## config.mk

```make
export PLATFORM = sky130hd
export DESIGN_NAME = usdb_channel
export DESIGN_NICKNAME = d
export VERILOG_FILES = /design/src/shared/usdb_pkg.sv /design/src/verilog/usdb_channel.sv
export SDC_FILE = /design/constraint.sdc
export NUM_CORES = 1
export LEC_CHECK = 0
export ABC_AREA = 1
export BUFFER_PORTS_ARGS = -buffer_cell sky130_fd_sc_hd__buf_2
export CORE_UTILIZATION = 52
export CTS_BUF_LIST = sky130_fd_sc_hd__clkbuf_16
export DETAILED_ROUTE_END_ITERATION = 10
export PLACE_DENSITY = 0.76
export SLEW_MARGIN = 20
export SYNTH_ARGS = -nofsm -noshare
export SYNTH_HDL_FRONTEND = slang
export SYNTH_SLANG_ARGS = --single-unit
```

## constraint.sdc

```tcl
create_clock -name mclk -period 4.3 [get_ports mclk]
set_clock_uncertainty 0.2 [all_clocks]
set_input_delay 0.86 -clock mclk [delete_from_list [all_inputs] [get_ports mclk]]
set_output_delay 0.86 -clock mclk [all_outputs]
set_load 0.05 [all_outputs]
```

## src/shared/usdb_pkg.sv

```systemverilog
package usdb_pkg;

  // ----------------------------------------------------------------
  // Register map (byte addresses on the APB word bus)
  // ----------------------------------------------------------------
  localparam int ADDR_W = 8;
  localparam logic [ADDR_W-1:0] OFF_COMMAND = 8'h00;
  localparam logic [ADDR_W-1:0] OFF_MODE = 8'h04;
  localparam logic [ADDR_W-1:0] OFF_CHANNEL_STATUS = 8'h14;
  localparam logic [ADDR_W-1:0] OFF_RECEIVE_HOLDING = 8'h18;
  localparam logic [ADDR_W-1:0] OFF_TRANSMIT_HOLDING = 8'h1c;
  localparam logic [ADDR_W-1:0] OFF_BAUD_DIVISOR = 8'h20;
  localparam logic [ADDR_W-1:0] OFF_RECEIVE_IDLE_TIMEOUT = 8'h24;

  // ----------------------------------------------------------------
  // Command register bits (write one to act, reads as zero)
  // ----------------------------------------------------------------
  localparam int CMD_RESET_STATUS = 0;
  localparam int CMD_RX_ENABLE = 1;
  localparam int CMD_RX_DISABLE = 2;
  localparam int CMD_TX_ENABLE = 3;
  localparam int CMD_TX_DISABLE = 4;
  localparam int CMD_BREAK_START = 5;
  localparam int CMD_BREAK_STOP = 6;
  localparam int CMD_START_TIMEOUT = 7;

  // ----------------------------------------------------------------
  // Mode register fields
  // ----------------------------------------------------------------
  localparam int MODE_W = 8;
  localparam int MODE_SYNC = 0;
  localparam int MODE_EXT_CLOCK = 1;
  localparam int MODE_CHRL_LSB = 2;
  localparam int MODE_NINE_BIT = 4;
  localparam int MODE_PAR_LSB = 5;
  localparam logic [1:0] PAR_EVEN = 2'h0;
  localparam logic [1:0] PAR_ODD = 2'h1;
  localparam logic [1:0] PAR_NONE = 2'h2;
  localparam logic [1:0] PAR_MULTIDROP = 2'h3;

  // ----------------------------------------------------------------
  // Channel status bit positions
  // ----------------------------------------------------------------
  localparam int ST_RX_READY = 0;
  localparam int ST_TX_READY = 1;
  localparam int ST_BREAK = 2;
  localparam int ST_END_RX = 3;
  localparam int ST_END_TX = 4;
  localparam int ST_OVERRUN = 5;
  localparam int ST_FRAME = 6;
  localparam int ST_PARITY = 7;
  localparam int ST_TIMEOUT = 8;
  localparam int ST_TX_EMPTY = 9;
  localparam int ST_DBG_SEND = 30;
  localparam int ST_DBG_RECV = 31;

  // ----------------------------------------------------------------
  // Widths and timing
  // ----------------------------------------------------------------
  localparam int CHAR_W = 9;
  localparam int CD_W = 16;
  localparam int TO_W = 8;
  localparam int TO_CNT_W = 10;
  localparam logic [3:0] CHRL_BASE = 4'h5;
  localparam logic [3:0] NINE_BITS = 4'h9;
  localparam logic [3:0] OS_LAST = 4'hf;
  localparam logic [3:0] OS_HALF = 4'h8;
  localparam logic [1:0] TO_BITS_PER_UNIT = 2'h0;

  typedef enum logic [2:0] {
    USDB_RX_IDLE = 3'b000,
    USDB_RX_START = 3'b001,
    USDB_RX_DATA = 3'b010,
    USDB_RX_PAR = 3'b011,
    USDB_RX_STOP = 3'b100,
    USDB_RX_BREAK = 3'b101
  } usdb_rx_state_t;

  typedef enum logic [2:0] {
    USDB_TX_IDLE = 3'b000,
    USDB_TX_DATA = 3'b001,
    USDB_TX_PAR = 3'b010,
    USDB_TX_STOP = 3'b011,
    USDB_TX_BREAK = 3'b100
  } usdb_tx_state_t;

endpackage

```

## src/verilog/usdb_channel.sv

```systemverilog
// The implementer's own choices: the APB interface to the registers and the register addresses.
module usdb_channel
  import usdb_pkg::*;
#(
  parameter bit IS_CHANNEL0 = 1'b1
) (
  input wire logic mclk,
  input wire logic rst,
  input wire logic psel,
  input wire logic penable,
  input wire logic pwrite,
  input wire logic [usdb_pkg::ADDR_W-1:0] paddr,
  input wire logic [31:0] pwdata,
  output logic [31:0] prdata,
  output logic pready,
  output logic pslverr,
  input wire logic rxd,
  output logic txd,
  input wire logic sck_in,
  output logic sck_out,
  output logic sck_oe,
  input wire logic rx_transfer_done,
  input wire logic tx_transfer_done,
  input wire logic debug_chan_send_status,
  input wire logic debug_chan_recv_status,
  output logic rx_char_available,
  output logic tx_holding_free
);
  import usdb_pkg::*;

  typedef struct packed {
    logic rx_en;
    logic tx_en;
    logic [MODE_W-1:0] mode;
    logic [CD_W-1:0] baud_divisor_value;
    logic [TO_W-1:0] idle_limit_value;
    logic rxd_s1;
    logic rxd_s2;
    logic sck_s1;
    logic sck_s2;
    logic sck_prev;
    logic sck_level;
    logic [CD_W-1:0] div_cnt;
    logic [3:0] os_cnt;
    usdb_rx_state_t rx_st;
    logic [3:0] rx_os;
    logic [3:0] rx_cnt;
    logic [CHAR_W-1:0] rx_shift;
    logic rx_pbit;
    logic [CHAR_W-1:0] rx_hold;
    logic rx_ready;
    logic break_seen_flag;
    logic rx_overrun_flag;
    logic frame_flag;
    logic parity_fault_flag;
    logic [TO_CNT_W-1:0] to_cnt;
    logic to_run;
    logic to_flag;
    usdb_tx_state_t tx_st;
    logic [CHAR_W-1:0] tx_hold;
    logic tx_full;
    logic [CHAR_W-1:0] tx_shift;
    logic [3:0] tx_cnt;
    logic tx_par;
    logic tx_low;
    logic brk_pend;
    logic [31:0] rdata;
    logic rerr;
  } usdb_state_t;

  usdb_state_t s_r;
  usdb_state_t s_nxt;

  // ----------------------------------------------------------------
  // Character helpers
  // ----------------------------------------------------------------
  function automatic logic [3:0] char_bits(input logic [MODE_W-1:0] m);
    if (m[MODE_NINE_BIT]) begin
      char_bits = NINE_BITS;
    end else begin
      char_bits = CHRL_BASE + {2'h0, m[MODE_CHRL_LSB +: 2]};
    end
  endfunction

  function automatic logic par_calc(input logic [CHAR_W-1:0] d,
                                    input logic [MODE_W-1:0] m);
    par_calc = (m[MODE_PAR_LSB +: 2] == PAR_ODD) ? ~^d : ^d;
  endfunction

  logic [31:0] status_word;
  logic [3:0] nb;
  logic [1:0] pmode;
  logic sync_m;
  logic ext_m;

  always_comb begin
    nb = char_bits(s_r.mode);
    pmode = s_r.mode[MODE_PAR_LSB +: 2];
    sync_m = s_r.mode[MODE_SYNC];
    ext_m = s_r.mode[MODE_EXT_CLOCK];
    status_word = '0;
    status_word[ST_RX_READY] = s_r.rx_ready;
    status_word[ST_TX_READY] = s_r.tx_en & ~s_r.tx_full & ~s_r.brk_pend;
    status_word[ST_BREAK] = s_r.break_seen_flag;
    status_word[ST_END_RX] = rx_transfer_done;
    status_word[ST_END_TX] = tx_transfer_done;
    status_word[ST_OVERRUN] = s_r.rx_overrun_flag;
    status_word[ST_FRAME] = s_r.frame_flag;
    status_word[ST_PARITY] = s_r.parity_fault_flag;
    status_word[ST_TIMEOUT] = s_r.to_flag & (s_r.idle_limit_value != '0);
    status_word[ST_TX_EMPTY] = s_r.tx_en & ~s_r.tx_full & ~s_r.brk_pend
                             & (s_r.tx_st == USDB_TX_IDLE);
    status_word[ST_DBG_SEND] = IS_CHANNEL0 & debug_chan_send_status;
    status_word[ST_DBG_RECV] = IS_CHANNEL0 & debug_chan_recv_status;
  end

  // ----------------------------------------------------------------
  // Next-state logic
  // ----------------------------------------------------------------
  logic wr_acc;
  logic rd_acc;
  logic setup;
  logic [31:0] cmd;
  logic sel_tick;
  logic baud_tick;
  logic bit_tick;
  logic rx_tick;
  logic start_to;
  logic char_done;
  logic [CHAR_W-1:0] rx_data;
  logic line;

  always_comb begin
    s_nxt = s_r;
    wr_acc = psel & penable & pwrite;
    rd_acc = psel & penable & ~pwrite;
    setup = psel & ~penable;
    cmd = (wr_acc && paddr == OFF_COMMAND) ? pwdata : '0;
    start_to = cmd[CMD_START_TIMEOUT];
    char_done = 1'b0;
    rx_data = '0;
    line = s_r.rxd_s2;

    s_nxt.rxd_s1 = rxd;
    s_nxt.rxd_s2 = s_r.rxd_s1;
    s_nxt.sck_s1 = sck_in;
    s_nxt.sck_s2 = s_r.sck_s1;
    s_nxt.sck_prev = s_r.sck_s2;

    // Baud generator; the external clock is counted on its rising edge
    sel_tick = ext_m ? (s_r.sck_s2 & ~s_r.sck_prev) : 1'b1;
    baud_tick = 1'b0;
    if (sync_m && ext_m) begin
      baud_tick = sel_tick;
    end else if (s_r.baud_divisor_value != '0 && sel_tick) begin
      if (s_r.div_cnt >= s_r.baud_divisor_value - 16'h0001) begin
        s_nxt.div_cnt = '0;
        baud_tick = 1'b1;
      end else begin
        s_nxt.div_cnt = s_r.div_cnt + 16'h0001;
      end
    end
    // Sixteen ticks per bit asynchronous, one per bit synchronous
    bit_tick = baud_tick & (sync_m | (s_r.os_cnt == OS_LAST));
    if (baud_tick) begin
      s_nxt.os_cnt = s_r.os_cnt + 4'h1;
    end
    // Duty is only even for an even divisor
    s_nxt.sck_level = sync_m & ~ext_m
                    & (s_r.div_cnt >= (s_r.baud_divisor_value >> 1));

    // ----------------------------------------------------------------
    // Register writes and commands
    // ----------------------------------------------------------------
    if (wr_acc) begin
      if (paddr == OFF_MODE) begin
        s_nxt.mode = pwdata[MODE_W-1:0];
      end else if (paddr == OFF_BAUD_DIVISOR) begin
        s_nxt.baud_divisor_value = pwdata[CD_W-1:0];
      end else if (paddr == OFF_RECEIVE_IDLE_TIMEOUT) begin
        s_nxt.idle_limit_value = pwdata[TO_W-1:0];
        start_to = 1'b1;
      end
    end
    if (cmd[CMD_RESET_STATUS]) begin
      s_nxt.break_seen_flag = 1'b0;
      s_nxt.rx_overrun_flag = 1'b0;
      s_nxt.frame_flag = 1'b0;
      s_nxt.parity_fault_flag = 1'b0;
    end
    if (cmd[CMD_RX_ENABLE]) begin
      s_nxt.rx_en = 1'b1;
    end
    if (cmd[CMD_RX_DISABLE]) begin
      s_nxt.rx_en = 1'b0;
    end
    if (cmd[CMD_TX_ENABLE]) begin
      s_nxt.tx_en = 1'b1;
    end
    if (cmd[CMD_TX_DISABLE]) begin
      s_nxt.tx_en = 1'b0;
    end
    // Holding read clears before the receiver runs, so a landing character wins
    if (rd_acc && paddr == OFF_RECEIVE_HOLDING) begin
      s_nxt.rx_ready = 1'b0;
    end

    // ----------------------------------------------------------------
    // Transmitter
    // ----------------------------------------------------------------
    if (cmd[CMD_BREAK_START] && s_r.tx_en) begin
      s_nxt.brk_pend = 1'b1;
    end
    case (s_r.tx_st)
      USDB_TX_IDLE: begin
        if (bit_tick && s_r.tx_en) begin
          if (s_r.brk_pend) begin
            s_nxt.brk_pend = 1'b0;
            s_nxt.tx_low = 1'b1;
            s_nxt.tx_st = USDB_TX_BREAK;
          end else if (s_r.tx_full) begin
            s_nxt.tx_shift = s_r.tx_hold;
            s_nxt.tx_par = (pmode == PAR_MULTIDROP) ? 1'b0 : par_calc(s_r.tx_hold, s_r.mode);
            s_nxt.tx_full = 1'b0;
            s_nxt.tx_cnt = '0;
            s_nxt.tx_low = 1'b1;
            s_nxt.tx_st = USDB_TX_DATA;
          end
        end
      end
      USDB_TX_DATA: begin
        if (bit_tick) begin
          if (s_r.tx_cnt == nb) begin
            if (pmode == PAR_NONE) begin
              s_nxt.tx_low = 1'b0;
              s_nxt.tx_st = USDB_TX_STOP;
            end else begin
              s_nxt.tx_low = ~s_r.tx_par;
              s_nxt.tx_st = USDB_TX_PAR;
            end
          end else begin
            s_nxt.tx_low = ~s_r.tx_shift[0];
            s_nxt.tx_shift = s_r.tx_shift >> 1;
            s_nxt.tx_cnt = s_r.tx_cnt + 4'h1;
          end
        end
      end
      USDB_TX_PAR: begin
        if (bit_tick) begin
          s_nxt.tx_low = 1'b0;
          s_nxt.tx_st = USDB_TX_STOP;
        end
      end
      USDB_TX_STOP: begin
        if (bit_tick) begin
          s_nxt.tx_st = USDB_TX_IDLE;
        end
      end
      USDB_TX_BREAK: begin
        if (cmd[CMD_BREAK_STOP]) begin
          s_nxt.tx_low = 1'b0;
          s_nxt.tx_st = USDB_TX_STOP;
        end
      end
      default: begin
        s_nxt.tx_st = USDB_TX_IDLE;
      end
    endcase
    // Writes made while the holding register is full replace the waiting character
    if (wr_acc && paddr == OFF_TRANSMIT_HOLDING && s_r.tx_en) begin
      s_nxt.tx_hold = pwdata[CHAR_W-1:0];
      s_nxt.tx_full = 1'b1;
    end
    if (!s_nxt.tx_en) begin
      s_nxt.tx_st = USDB_TX_IDLE;
      s_nxt.tx_full = 1'b0;
      s_nxt.brk_pend = 1'b0;
      s_nxt.tx_low = 1'b0;
    end

    // ----------------------------------------------------------------
    // Receiver
    // ----------------------------------------------------------------
    rx_tick = baud_tick & (sync_m | (s_r.rx_os == OS_LAST));
    if (baud_tick) begin
      s_nxt.rx_os = s_r.rx_os + 4'h1;
    end
    case (s_r.rx_st)
      USDB_RX_IDLE: begin
        if (baud_tick && !line) begin
          s_nxt.rx_os = sync_m ? OS_LAST : OS_HALF;
          s_nxt.rx_st = USDB_RX_START;
        end
      end
      USDB_RX_START: begin
        if (rx_tick) begin
          s_nxt.rx_st = line ? USDB_RX_IDLE : USDB_RX_DATA;
          s_nxt.rx_cnt = '0;
          s_nxt.rx_shift = '0;
        end
      end
      USDB_RX_DATA: begin
        if (rx_tick) begin
          s_nxt.rx_shift = {line, s_r.rx_shift[CHAR_W-1:1]};
          s_nxt.rx_cnt = s_r.rx_cnt + 4'h1;
          if (s_r.rx_cnt + 4'h1 == nb) begin
            s_nxt.rx_st = (pmode == PAR_NONE) ? USDB_RX_STOP : USDB_RX_PAR;
          end
        end
      end
      USDB_RX_PAR: begin
        if (rx_tick) begin
          s_nxt.rx_pbit = line;
          s_nxt.rx_st = USDB_RX_STOP;
        end
      end
      USDB_RX_STOP: begin
        if (rx_tick) begin
          rx_data = s_r.rx_shift >> (NINE_BITS - nb);
          s_nxt.rx_st = USDB_RX_IDLE;
          if (!line && rx_data == '0 && (pmode == PAR_NONE || !s_r.rx_pbit)) begin
            s_nxt.break_seen_flag = 1'b1;
            s_nxt.rx_st = USDB_RX_BREAK;
          end else begin
            char_done = 1'b1;
            if (!line) begin
              s_nxt.frame_flag = 1'b1;
            end
            if ((pmode == PAR_MULTIDROP && s_r.rx_pbit) ||
                ((pmode == PAR_EVEN || pmode == PAR_ODD) &&
                 s_r.rx_pbit != par_calc(rx_data, s_r.mode))) begin
              s_nxt.parity_fault_flag = 1'b1;
            end
            if (s_r.rx_ready) begin
              s_nxt.rx_overrun_flag = 1'b1;
            end
            s_nxt.rx_hold = rx_data;
            s_nxt.rx_ready = 1'b1;
          end
        end
      end
      USDB_RX_BREAK: begin
        if (baud_tick && line) begin
          s_nxt.break_seen_flag = 1'b1;
          s_nxt.rx_st = USDB_RX_IDLE;
        end
      end
      default: begin
        s_nxt.rx_st = USDB_RX_IDLE;
      end
    endcase
    if (!s_nxt.rx_en) begin
      s_nxt.rx_st = USDB_RX_IDLE;
      s_nxt.rx_ready = 1'b0;
      char_done = 1'b0;
    end

    // ----------------------------------------------------------------
    // Receive time-out, counted in whole bit periods
    // ----------------------------------------------------------------
    if (s_r.to_run && bit_tick) begin
      if (s_r.to_cnt <= 10'h001) begin
        s_nxt.to_flag = 1'b1;
        s_nxt.to_run = 1'b0;
      end else begin
        s_nxt.to_cnt = s_r.to_cnt - 10'h001;
      end
    end
    if (char_done && s_nxt.idle_limit_value != '0) begin
      s_nxt.to_cnt = {s_nxt.idle_limit_value, TO_BITS_PER_UNIT};
      s_nxt.to_run = 1'b1;
    end
    // Start waits for the next character before counting
    if (start_to) begin
      s_nxt.to_flag = 1'b0;
      s_nxt.to_run = 1'b0;
      s_nxt.to_cnt = {s_nxt.idle_limit_value, TO_BITS_PER_UNIT};
    end

    // ----------------------------------------------------------------
    // APB read data captured in the setup cycle, returned in the access
    // ----------------------------------------------------------------
    if (setup) begin
      s_nxt.rdata = '0;
      s_nxt.rerr = 1'b0;
      if (paddr == OFF_COMMAND) begin
        s_nxt.rdata = '0;
      end else if (paddr == OFF_MODE) begin
        s_nxt.rdata[MODE_W-1:0] = s_r.mode;
      end else if (paddr == OFF_CHANNEL_STATUS) begin
        s_nxt.rdata = status_word;
      end else if (paddr == OFF_RECEIVE_HOLDING) begin
        s_nxt.rdata[CHAR_W-1:0] = s_r.rx_hold;
      end else if (paddr == OFF_TRANSMIT_HOLDING) begin
        s_nxt.rdata = '0;
      end else if (paddr == OFF_BAUD_DIVISOR) begin
        s_nxt.rdata[CD_W-1:0] = s_r.baud_divisor_value;
      end else if (paddr == OFF_RECEIVE_IDLE_TIMEOUT) begin
        s_nxt.rdata[TO_W-1:0] = s_r.idle_limit_value;
      end else begin
        s_nxt.rerr = 1'b1;
      end
    end
  end

  always_ff @(posedge mclk) begin
    if (rst) begin
      s_r <= '0;
    end else begin
      s_r <= s_nxt;
    end
  end

  // ----------------------------------------------------------------
  // Outputs
  // ----------------------------------------------------------------
  assign prdata = s_r.rdata;
  assign pready = psel & penable;
  assign pslverr = psel & penable & s_r.rerr;
  assign txd = ~s_r.tx_low;
  assign sck_out = s_r.sck_level;
  assign sck_oe = sync_m & ~ext_m;
  assign rx_char_available = s_r.rx_ready;
  assign tx_holding_free = status_word[ST_TX_READY];

endmodule
```

==> impl_results.md <==
* 1st-iter DRT viols at 667
* Reg2Reg Depth at 17
* Hold Crit Depth at 2
* Peak supply drop at 0.2483 mV
* GRT overflow at 0
* Sequential fraction of the synthesis area at 0.3388
* Post-synth top area share at 0.3388
* Worst-case clock buffer depth at 2
* Worst hold slack at 211.8 ps
* All-Layer GR Usage at 0.2570
* Hold path startpoint: s_nxt[133]$_SDFF_PP0_
* Initial Util at 0.5314
* CORE AREA at 17240 um2
* Area Growth Syn to Fin at 9.644%
* DRC violations left at 0
* Synth Register Bits at 155
* Psw at 0.7505 mW
* Multi-input gate area at 4967 um2
* Via/cell ratio at 5.325
* Post_cts resized at 0
* Hold Crit Endpoint: line$_SDFF_PP0_
* Critical path data required time at 4400 ps
* Startpoint types: flop
* Gpl congestion at 0.8955
* Rows at 48
* Post-CTS Setup Inserts at 0
* Distinct cells, synth at 45
* Status: finished, final reports clean
* Antenna fix cells at 0
* WP data arrival at 4030 ps
* Net Sw Frac at 0.2484
* Max-slew violation count at 0
* Gate Count Post-Synth at 1351
* Full die area at 18150 um2
* Die H at 134.7 um
* Setup TNS at 0 ps
* Final net count at 1482
* Worst R2R Setup Slack at 370 ps
* Final setup fails at 0
* Global-route wire length before repair at 37.07 mm
* Fraction of layout cells with a size suffix above 1 at 0.1030
* Crit-path max FO at 12
* Max Fclk at 254.4 MHz
* FF+latch area at 3103 um2
* Total I/O pin count at 90
* DRT antenna net count at 0
* Synth top area cells: dfxtp_1 (34%), nand2_1 (11%), a21oi_1 (8.3%)
* Async SR Flop Fraction at 0
* CP endpoint kind: flop
* Leak at 4.523 nW
* MaxCap Viol Count at 0
* Drt total wl at 22.54 mm
* Yosys warning count at 0
* # H-tree levels at 4
* Clk pwr share at 0.483
* Cell area power density at 300.8 nW/um2
* Via count at 8643
* Final critical-path required period at 3931 ps
* # port buffers at 59
* Final hold vios at 0
* Power Total at 3.021 mW
* R2R Path Start: s_r[161]$_SDFFE_PP0P_
* Post-Syn Area at 9159 um2
* Dpl hpwl at 16.65 mm
* DR pass1 iterations at 5
* Fin crit share at 0.9142
* Critical path type: flop to flop
* DR WL/cell at 13.89 um
* # clock sinks at 155
* Part of the power in registers at 0.477
* Pint at 2.270 mW
* Unrepaired setup endpoints after global routing: false
* Worst-Margin Slew at 827.1 ps
* Skew-Pair Late Insertion Delay at 440 ps
* Root Driver: clkbuf_16
* Largest net degree at the start of global routing at 68
* Clk slew on worst S/H paths at 70 ps
* Leading area contributor after synthesis: dfxtp_1
* # fillers at 1634
* Post-synth EDFFs at 0
* Initial antenna violation count at 0
* TritonCTS clock tree: yes
* Vias in the first global route at 7731
* Syn Area/Cell at 6.779 um2
* CTS Buf Count at 17
* Logic pwr share at 0.041
* Die W at 134.7 um
* Relative slew slack at 0.4480
* Hold Path Class: flop to flop
* Reg-to-Reg End: s_r[74]$_SDFF_PP0_
* Most used DFF post-synth: dfxtp_1
* Post-CTS Hold Buffers at 0
critical path: stages, from the launching register on:
cell and delay (ps):
dfxtp_1 510, ha_1 300, nand2_2 230, inv_2 130, ha_1 270, nor2_1 230, inv_1 130, a21oi_1 150
o31ai_1 120, o211ai_1 150, ha_1 300, xnor2_1 160, xnor2_1 290, xor2_1 190, nand2_1 80, a31oi_1 190
o21a_1 130, nor2_1 40
cells by family (layout without fill, tap and decap cells):
| logic type | count (synthesis) | after routing | share of synthesized area |
|---|---|---|---|
| DFF | 155 | 155 | 0.3388 |
| other | 1 | 14 | 0.0004094 |
| AOI/OAI and AO/OA | 287 | 287 | 0.1719 |
| xor gates and xnor gates | 42 | 42 | 0.04016 |
| buffers and inverters | 262 | 296 | 0.1242 |
| and+or+nand+nor | 557 | 557 | 0.2607 |
| muxes | 1 | 1 | 0.001093 |
| adders and majority gates | 46 | 46 | 0.06284 |
Yosys cell counts (24+ instances only):
cell / instances
clkbuf_1: 25
nand2_1: 267
inv_1: 178
xor2_1: 24
nor2_1: 141
dfxtp_1: 155
a21oi_1: 151
o21ai_0: 79
nor3_1: 28
ha_1: 46
nand4_1: 35
buf_4: 34
nand3_1: 58
layout by cell type, fill, tap and decap left out, drive strengths merged, types with 8 or more instances in the layout:
cell type  synthesis  layout
a21oi            152     152
o211ai            11      11
nand2            274     274
nor3              28      28
o21ai             83      83
xor2              24      24
xnor2             18      18
conb               1      14
nand3             62      62
o31ai              8       8
inv              188     194
nand4             35      35
clkbuf            25      17
ha                46      46
dfxtp            155     155
o22ai             10      10
buf               48      75
nor2             152     152
metrics by stage:
stage / util / cell area (um2) / setup slack (ps) / std cells
6_report: 0.5826 / 10040 / 369.0 / 1623
5_1_grt: 0.5826 / 10040 / 62.14 / 1623
4_1_cts: 0.5826 / 10040 / 369.5 / 1623
3_5_place_dp: 0.5498 / 9477 / 491.4 / 1591
3_3_place_gp: 0.5498 / 9477 / 516.4 / 1591
2_1_floorplan: - / 9208 / 968.8 / 1364
final cells by class:
type,count,area share
flip-flops and latches,155,0.3090
well taps,225,0.02803
clock buffers,17,0.04236
repair buffers,75,0.04137
multi-input cells,947,0.4946
clock inverters,15,0.01395
inverters,189,0.07065
power by group through the flow:
stage	clock, mW	sequential, mW	combinational (mW)
floorplan	0	1.47	0.0903
global placement	0	1.47	0.121
detailed placement	0	1.47	0.121
CTS	1.48	1.44	0.122
global route	1.54	1.44	0.132
finish	1.46	1.44	0.123
worst max path at each step:
stage                                from                   end  cells past startpoint
finish              s_r[161]$_SDFFE_PP0P_    s_r[74]$_SDFF_PP0_                     17
CTS                 s_r[161]$_SDFFE_PP0P_    s_r[74]$_SDFF_PP0_                     17
global placement    s_r[143]$_SDFFE_PP0P_  s_r[45]$_SDFFE_PP0P_                     21
global route        s_r[143]$_SDFFE_PP0P_  s_r[46]$_SDFFE_PP0P_                     21
detailed placement  s_r[143]$_SDFFE_PP0P_  s_r[46]$_SDFFE_PP0P_                     21
floorplan           s_r[161]$_SDFFE_PP0P_  s_r[66]$_SDFFE_PP0P_                     18
per-layer routing:
layer  global-route usage  wire [um]
met5                    0          0
met4              0.09051        525
met3              0.05143       1452
met2               0.4127      10090
met1               0.3421      10470
registers in the layout, summed over array words and instances (netlist names):
signal / cells
s_r: 128
ext_m: 1
sck_out: 1
line: 1
s_nxt: 3
prdata: 18
rx_char_available: 1
pmode: 2
Note: power is estimated with default switching activity, not from simulation.
